==> config.mk <==
export PLATFORM = sky130hd
export DESIGN_NAME = dtppl_top
export DESIGN_NICKNAME = d
export VERILOG_FILES = /design/src/core/dtppl_channel.v /design/src/core/dtppl_top.v
export VERILOG_INCLUDE_DIRS = /design/src /design/src/core
export SDC_FILE = /design/constraint.sdc
export NUM_CORES = 1
export LEC_CHECK = 0
export ABC_AREA = 1
export BUFFER_PORTS_ARGS = -buffer_cell sky130_fd_sc_hd__buf_2
export CORE_ASPECT_RATIO = 0.7
export CORE_MARGIN = 8
export CORE_UTILIZATION = 42
export DETAILED_ROUTE_END_ITERATION = 10
export PLACE_DENSITY = 0.73
export SLEW_MARGIN = 20
export SYNTH_ARGS = -nofsm -noshare
export SYNTH_HDL_FRONTEND = slang
export SYNTH_SLANG_ARGS = --single-unit
==> constraint.sdc <==
create_clock -name core_clk -period 1.4 [get_ports core_clk]
set_input_delay 0.07 -clock core_clk [delete_from_list [all_inputs] [get_ports core_clk]]
set_output_delay 0.07 -clock core_clk [all_outputs]
set_load 0.1 [all_outputs]
==> src/core/dtppl_regs.vh <==
// register indices, control and status fields, reset values of the probe latch
// assumes a single 100 MHz drive clock and cyclic process data exchange
// Behaviour
// - control bits 0/8 enable channel one/two
// - bits 1/9: single-shot or continuous capture
// - bits 2/10: external latch or internal source
// - bits 4/12 enable rising-edge capture
// - bits 5/13 enable falling-edge capture
// - 16-bit control word, resets zero, master zeroes reserved
// - status bits 0/8 show channel enabled
// - status bits 1/9 flag rising-edge capture
// - status bits 2/10 flag falling-edge capture
// - 16-bit read-only status, reserved bits read zero
// - rising capture stores signed 32-bit position
// - falling capture stores signed 32-bit position
`ifndef DTPPL_REGS_VH
`define DTPPL_REGS_VH

`define DTPPL_IDX_CONTROL      16'h60b8
`define DTPPL_IDX_STATUS       16'h60b9
`define DTPPL_IDX_ONE_RISE     16'h60ba
`define DTPPL_IDX_ONE_FALL     16'h60bb
`define DTPPL_IDX_TWO_RISE     16'h60bc
`define DTPPL_IDX_TWO_FALL     16'h60bd

`define DTPPL_CONTROL_RESET    16'h0000

// field positions within one channel's byte of the control word
`define DTPPL_CTL_ENABLE       0
`define DTPPL_CTL_CONTINUOUS   1
`define DTPPL_CTL_SOURCE       2
`define DTPPL_CTL_RISE_EN      4
`define DTPPL_CTL_FALL_EN      5

// field positions within one channel's byte of the status word
`define DTPPL_STS_ENABLED      0
`define DTPPL_STS_RISE_FLAG    1
`define DTPPL_STS_FALL_FLAG    2

// channel two byte offset within both words
`define DTPPL_CH_STRIDE        8

// object selector codes
`define DTPPL_SEL_NONE         3'h0
`define DTPPL_SEL_CONTROL      3'h1
`define DTPPL_SEL_STATUS       3'h2
`define DTPPL_SEL_ONE_RISE     3'h3
`define DTPPL_SEL_ONE_FALL     3'h4
`define DTPPL_SEL_TWO_RISE     3'h5
`define DTPPL_SEL_TWO_FALL     3'h6

`endif

==> src/core/dtppl_channel.v <==
// one probe channel: edge detection on the chosen synchronised trigger and capture
// assumes trigger inputs already pass two flip-flops in the core_clk domain
`timescale 1ns/100ps
`default_nettype none
`include "dtppl_regs.vh"

module dtppl_channel
(
	input  wire        core_clk,
	input  wire        rst_n,
	input  wire        enable,
	input  wire        continuous,
	input  wire        source_internal,
	input  wire        rise_en,
	input  wire        fall_en,
	input  wire        ext_trig,
	input  wire        int_trig,
	input  wire [31:0] position_count,
	output reg         rise_flag,
	output reg         fall_flag,
	output reg  [31:0] rise_pos,
	output reg  [31:0] fall_pos
);

	reg  trig_prev;
	reg  src_prev;
	reg  enable_prev;
	reg  armed;
	wire trig_now;
	wire src_stable;
	wire rise_hit;
	wire fall_hit;
	wire enable_rise;

	assign trig_now    = source_internal ? int_trig : ext_trig;
	assign src_stable  = (src_prev == source_internal);
	assign enable_rise = enable & ~enable_prev;
	// edges on the synchronised trigger, masked for a cycle on source change
	assign rise_hit = enable & armed & src_stable & rise_en & trig_now & ~trig_prev;
	assign fall_hit = enable & armed & src_stable & fall_en & ~trig_now & trig_prev;

	always @(posedge core_clk)
	begin
		if (!rst_n)
		begin
			trig_prev   <= 1'b0;
			src_prev    <= 1'b0;
			enable_prev <= 1'b0;
			armed       <= 1'b0;
			rise_flag   <= 1'b0;
			fall_flag   <= 1'b0;
			rise_pos    <= 32'h00000000;
			fall_pos    <= 32'h00000000;
		end
		else
		begin
			trig_prev   <= trig_now;
			src_prev    <= source_internal;
			enable_prev <= enable;
			// a capture in the re-enable cycle wins over the clear
			if ((rise_hit | fall_hit) & ~continuous)
				armed <= 1'b0;
			else if (enable_rise)
				armed <= 1'b1;
			if (rise_hit)
			begin
				rise_flag <= 1'b1;
				rise_pos  <= position_count;
			end
			else if (enable_rise)
				rise_flag <= 1'b0;
			if (fall_hit)
			begin
				fall_flag <= 1'b1;
				fall_pos  <= position_count;
			end
			else if (enable_rise)
				fall_flag <= 1'b0;
		end
	end

endmodule // dtppl_channel

`default_nettype wire

==> src/core/dtppl_top.v <==
// dual touch-probe position latch with cyclic and indexed object access
// assumes position_count and internal outputs are on core_clk; the external latch is a pin
`timescale 1ns/100ps
`default_nettype none
`include "dtppl_regs.vh"

module dtppl_top
(
	input  wire        core_clk,
	input  wire        rst_n,
	input  wire        external_latch_input,
	input  wire        zero_position_output,
	input  wire        step_timing_output,
	input  wire        internal_source_timing,
	input  wire [31:0] position_count,
	input  wire        rx_pdo_valid,
	input  wire [15:0] rx_pdo_control,
	input  wire        od_req,
	input  wire        od_write,
	input  wire [15:0] od_index,
	input  wire [15:0] od_wdata,
	output reg         od_ack,
	output reg         od_error,
	output reg  [31:0] od_rdata,
	output reg  [15:0] probe_control_word,
	output reg  [15:0] probe_status_word,
	output wire [31:0] probe_one_rising_position,
	output wire [31:0] probe_one_falling_position,
	output wire [31:0] probe_two_rising_position,
	output wire [31:0] probe_two_falling_position
);

	// maps an object index to a selector code
	function [2:0] dtppl_decode;
		input [15:0] index;
		begin
			case (index)
				`DTPPL_IDX_CONTROL:  dtppl_decode = `DTPPL_SEL_CONTROL;
				`DTPPL_IDX_STATUS:   dtppl_decode = `DTPPL_SEL_STATUS;
				`DTPPL_IDX_ONE_RISE: dtppl_decode = `DTPPL_SEL_ONE_RISE;
				`DTPPL_IDX_ONE_FALL: dtppl_decode = `DTPPL_SEL_ONE_FALL;
				`DTPPL_IDX_TWO_RISE: dtppl_decode = `DTPPL_SEL_TWO_RISE;
				`DTPPL_IDX_TWO_FALL: dtppl_decode = `DTPPL_SEL_TWO_FALL;
				default:             dtppl_decode = `DTPPL_SEL_NONE;
			endcase
		end
	endfunction

	// packs one channel's status byte, reserved bits zero
	function [7:0] dtppl_status_byte;
		input enabled;
		input rise;
		input fall;
		begin
			dtppl_status_byte                       = 8'h00;
			dtppl_status_byte[`DTPPL_STS_ENABLED]   = enabled;
			dtppl_status_byte[`DTPPL_STS_RISE_FLAG] = rise;
			dtppl_status_byte[`DTPPL_STS_FALL_FLAG] = fall;
		end
	endfunction

	// trigger synchronisers: ext, zero position, timing
	reg  [2:0]  sync_meta;
	reg  [2:0]  sync_stable;
	reg         int_sel_meta;
	reg         int_sel_stable;
	wire        int_trig;
	wire [1:0]  rise_flag;
	wire [1:0]  fall_flag;
	wire [31:0] rise_pos [0:1];
	wire [31:0] fall_pos [0:1];
	wire [2:0]  od_sel;
	wire        od_ctl_write;
	reg  [15:0] next_control;
	reg  [15:0] next_status;
	reg  [31:0] next_rdata;
	reg         next_error;

	always @(posedge core_clk)
	begin
		if (!rst_n)
		begin
			sync_meta      <= 3'h0;
			sync_stable    <= 3'h0;
			int_sel_meta   <= 1'b0;
			int_sel_stable <= 1'b0;
		end
		else
		begin
			sync_meta      <= {step_timing_output, zero_position_output, external_latch_input};
			sync_stable    <= sync_meta;
			int_sel_meta   <= internal_source_timing;
			int_sel_stable <= int_sel_meta;
		end
	end

	// internal source: zero-position output or step timing output
	assign int_trig = int_sel_stable ? sync_stable[2] : sync_stable[1];

	genvar ch;
	generate
		for (ch = 0; ch < 2; ch = ch + 1)
		begin : g_channel
			dtppl_channel u_channel
			(
				.core_clk        (core_clk),
				.rst_n           (rst_n),
				.enable          (probe_control_word[ch*`DTPPL_CH_STRIDE + `DTPPL_CTL_ENABLE]),
				.continuous      (probe_control_word[ch*`DTPPL_CH_STRIDE + `DTPPL_CTL_CONTINUOUS]),
				.source_internal (probe_control_word[ch*`DTPPL_CH_STRIDE + `DTPPL_CTL_SOURCE]),
				.rise_en         (probe_control_word[ch*`DTPPL_CH_STRIDE + `DTPPL_CTL_RISE_EN]),
				.fall_en         (probe_control_word[ch*`DTPPL_CH_STRIDE + `DTPPL_CTL_FALL_EN]),
				.ext_trig        (sync_stable[0]),
				.int_trig        (int_trig),
				.position_count  (position_count),
				.rise_flag       (rise_flag[ch]),
				.fall_flag       (fall_flag[ch]),
				.rise_pos        (rise_pos[ch]),
				.fall_pos        (fall_pos[ch])
			);
		end
	endgenerate

	assign probe_one_rising_position  = rise_pos[0];
	assign probe_one_falling_position = fall_pos[0];
	assign probe_two_rising_position  = rise_pos[1];
	assign probe_two_falling_position = fall_pos[1];

	assign od_sel       = dtppl_decode(od_index);
	assign od_ctl_write = od_req & od_write & (od_sel == `DTPPL_SEL_CONTROL);

	// control word: cyclic data wins over an indexed write in the same cycle
	always @*
	begin
		next_control = probe_control_word;
		if (rx_pdo_valid)
			next_control = rx_pdo_control;
		else if (od_ctl_write)
			next_control = od_wdata;
	end

	// status word, reserved bits held at zero
	always @*
	begin
		next_status = 16'h0000;
		next_status[0 +: `DTPPL_CH_STRIDE] =
			dtppl_status_byte(probe_control_word[`DTPPL_CTL_ENABLE], rise_flag[0], fall_flag[0]);
		next_status[`DTPPL_CH_STRIDE +: `DTPPL_CH_STRIDE] =
			dtppl_status_byte(probe_control_word[`DTPPL_CH_STRIDE + `DTPPL_CTL_ENABLE], rise_flag[1], fall_flag[1]);
	end

	// indexed read mux and error answer
	always @*
	begin
		next_rdata = 32'h00000000;
		next_error = 1'b0;
		case (od_sel)
			`DTPPL_SEL_CONTROL:
			begin
				next_rdata = {16'h0000, probe_control_word};
				next_error = 1'b0;
			end
			`DTPPL_SEL_STATUS:
			begin
				next_rdata = {16'h0000, probe_status_word};
				next_error = od_write;
			end
			`DTPPL_SEL_ONE_RISE:
			begin
				next_rdata = rise_pos[0];
				next_error = od_write;
			end
			`DTPPL_SEL_ONE_FALL:
			begin
				next_rdata = fall_pos[0];
				next_error = od_write;
			end
			`DTPPL_SEL_TWO_RISE:
			begin
				next_rdata = rise_pos[1];
				next_error = od_write;
			end
			`DTPPL_SEL_TWO_FALL:
			begin
				next_rdata = fall_pos[1];
				next_error = od_write;
			end
			default:
			begin
				next_rdata = 32'h00000000;
				next_error = 1'b1;
			end
		endcase
	end

	// control and status words
	always @(posedge core_clk)
	begin
		if (!rst_n)
		begin
			probe_control_word <= `DTPPL_CONTROL_RESET;
			probe_status_word  <= 16'h0000;
		end
		else
		begin
			probe_control_word <= next_control;
			probe_status_word  <= next_status;
		end
	end

	// indexed access answer, one cycle after the request
	always @(posedge core_clk)
	begin
		if (!rst_n)
		begin
			od_ack   <= 1'b0;
			od_error <= 1'b0;
			od_rdata <= 32'h00000000;
		end
		else
		begin
			od_ack   <= od_req;
			od_error <= od_req & next_error;
			if (od_req)
				od_rdata <= next_rdata;
		end
	end

endmodule // dtppl_top

`default_nettype wire

==> summary.md <==
| Metric | Value |
|---|---|
| Failing checks | negative setup slack |
| Min Hold Slack | 0.0246 ns |
| DRC viols | 0 |
| Clock-pin slew on the worst setup and hold paths | 0.07 ns |
| Synth Register Bits | 202 |
| Global-route total usage across every layer | 0.250 |
| Final #Nets | 1685 |
| TNS Setup | -17.02 ns |
| Post-DP HPWL | ~24000 um |
| Worst EP required | approximately 1.8 ns |
| Post-synth ARST share | 0 |
| Rel. slew slack | 0.649 |
| Util after Layout | 0.656 |
| WL per Instance | 19.6 um |
| Gr ovfl total | 0 |
| Total CTS buffers | 21 |
| GP Congestion | 0.871 |
| First-pass GRT wire length | 51500 um |
| Min-Delay Path Class | in -> reg |
| Worst Path Max Fanout | 16 |
| Area leader, netlist | dfxtp_1 |
| Maximum clock path buffer count | 3 |
| Initial drt markers | 752 |
| Commonest cells in the netlist | 266 x nor2_1, 202 x dfxtp_1, 189 x o21ai_0, 150 x nand2_1, 91 x inv_1 |
| Final Cycle Share | 1.16 |
| Layout cells sized above 1 | 0.437 |
| Syn-to-layout area delta | 54.2% |
| Die width | 189 um |
| CP arrival | about 2.0 ns |
| Final Total Pwr | 13.3 mW |
| H-Tree Depth | 1 |
| RSZ-0062 raised after global routing | yes |
| Num rows | 44 |
| Status | complete, but fails checks |
| Die area | between 20000 and 30000 sq um |
| Core Footprint | 20600 sq um |
| Ys Warns | 0 |
| Synth top area share | 0.462 |
| Final Hold Fails | 0 |
| Max cap viols | 0 |
| First drt pass iteration count | 5 |
| Antenna Cells | 0 |
| Register area share after synthesis | 0.462 |
| Clock Latency Late Sink | 0.50 ns |
| WS Path Type | reg -> reg |
| Worst hold stages | 4 |
| Remaining antenna violation count after routing | 0 |
| Cell Area, Synth | between 8000 and 9000 sq um |
| CTS tree | yes |
| FMAX | 617 MHz |
| Total wire length | 36900 um |
| Syn Inst Count | 1221 |
| Port buffer count | 272 |
| Main area contributors after synthesis | dfxtp_1 46%, nor2_1 11%, o21ai_0 11% |
| Most frequent cell after synthesis | nor2_1 |
| Clock skew | about 0.0075 ns |
| Vias per inst | 5.24 |
| Top-Level Pins | 283 |
| Distinct cells, synth | 31 |
| Final worst slack | -0.220 ns |
| VDD IR max | 0.684 mV |
| Number of global-route vias before repair | 9095 |
| Fin. max-slew vios | 0 |
| Largest net degree at the start of global routing | 71 |
| Commonest register cell after synthesis | dfxtp_1 |
| Min cycle time layout | 1.62 ns |
| Chip height | 137 um |
| Pre-CTS worst setup slack | -0.454 ns |
| Avg Cell Area, Syn | 7.17 sq um |
| R2R depth | 10 |
| Pwr dens | just under 1000 nW/um^2 |
| Leak Pwr | 6.41 nW |
| Setup crit end kind | flop |
| Post-synth EDFFs | 0 |
| Vias | roughly 9900 |
| Clock sinks | around 200 |
| CP Launch Type | flop |
| Initial antenna violation count | 0 |
| Final setup vio count | 121 |
| Starting Density | 0.425 |
| Slew @ Worst Pin | around 0.53 ns |
| Root Driver | clkbuf_16 |
==> placed cells by master, fill, tap and decap left out, types with 5 or more instances in the layout <==
cell type and count:
a21oi_1 45, a21oi_2 23, buf_12 27, buf_2 238, buf_4 93, buf_6 8, clkbuf_1 7, clkbuf_16 27
clkbuf_4 9, conb_1 10, dfxtp_1 79, dfxtp_2 123, dlygate4sd3_1 54, inv_1 86, inv_2 7, nand2_1 144
nand2_4 5, nand3_1 86, nand3b_1 6, nor2_1 213, nor2_2 28, nor2_4 33, o211a_1 16, o21ai_0 101
o21ai_1 51, o21ai_2 49
==> state kept, by name, indices dropped and copies added, names as in the netlist, 3 cells and up <==
register / count
g_channel.u_channel.rise_pos: 64
probe_control_word: 16
probe_status_word: 6
g_channel.u_channel.fall_pos: 64
sync_meta: 3
sync_stable: 3
od_rdata: 32
==> metrics by stage <==
stage,area (sq um),std cells
finish,13500,1886
global route,13500,1886
CTS,12700,1870
detailed placement,11100,1772
global placement,11100,1772
floorplan,8940,1230
==> cell type report <==
class | count | area (sq um)
Clock buffer | 30 | 579
Clock inverter | 7 | 116
Fill cell | 1712 | 7080
Inverter | 98 | 388
Multi-Input combinational cell | 832 | 4470
Sequential cell | 202 | 4200
Tap cell | 276 | 345
Timing Repair Buffer | 441 | 3420
==> worst max-delay path, stage by stage (launching register included) <==
cell and delay, ns:
dfxtp_2 0.34, inv_2 0.04, a21oi_2 0.13, nand3_2 0.10
buf_4 0.15, nor3_4 0.14, nand2_4 0.15, buf_12 0.19
buf_4 0.16, nand2_4 0.06, a21oi_2 0.04
==> power by group <==
group	switching, mW	leakage [nW]	internal, mW	total (mW)
registers	0.0623	1.70	5.82	5.89
clock network	2.35	0.342	3.45	5.79
logic	1.09	4.37	0.487	1.58
==> timing repair <==
action / 4_1_cts / 5_1_grt
hold endpoints to repair: 145 / 4
hold buffers: 53 / 1
buffers inserted: 3 / 6
endpoints found under the setup margin: 157 / 142
pin swaps: 3 / 16
resized for setup: 113 / 220
cloned: 5 / 9
==> worst paths after layout <==
path,start,end,slack [ns]
setup / recovery,g_channel[1].u_channel.src_prev,g_channel[1].u_channel.armed,-0.22
hold / removal,rx_pdo_control[3],probe_control_word[3],0.02
setup reg to reg,g_channel[1].u_channel.src_prev,g_channel[1].u_channel.armed,-0.22
hold reg to reg,int_sel_meta,int_sel_stable,0.41
==> per-layer routing <==
layer | share of wire | routed length [um] | GRT usage | vias to the layer above
li1 | - | - | - | 4691
met1 | 0.43 | 15700 | 0.339 | 4603
met2 | 0.45 | 16600 | 0.398 | 519
met3 | 0.099 | 3670 | 0.0555 | 78
met4 | 0.027 | 990 | 0.0667 | 0
met5 | 0 | 0 | 0 | -
==> cell families after synthesis <==
| kind of cell | after synthesis | synth area share |
|---|---|---|
| and+or+nand+nor | 530 | 0.253 |
| other | 1 | 0.000428 |
| buffers and inverters | 196 | 0.106 |
| DFF | 202 | 0.462 |
| AOI/OAI and AO/OA | 292 | 0.179 |
No activity file was read; power rests on OpenSTA's default activity.
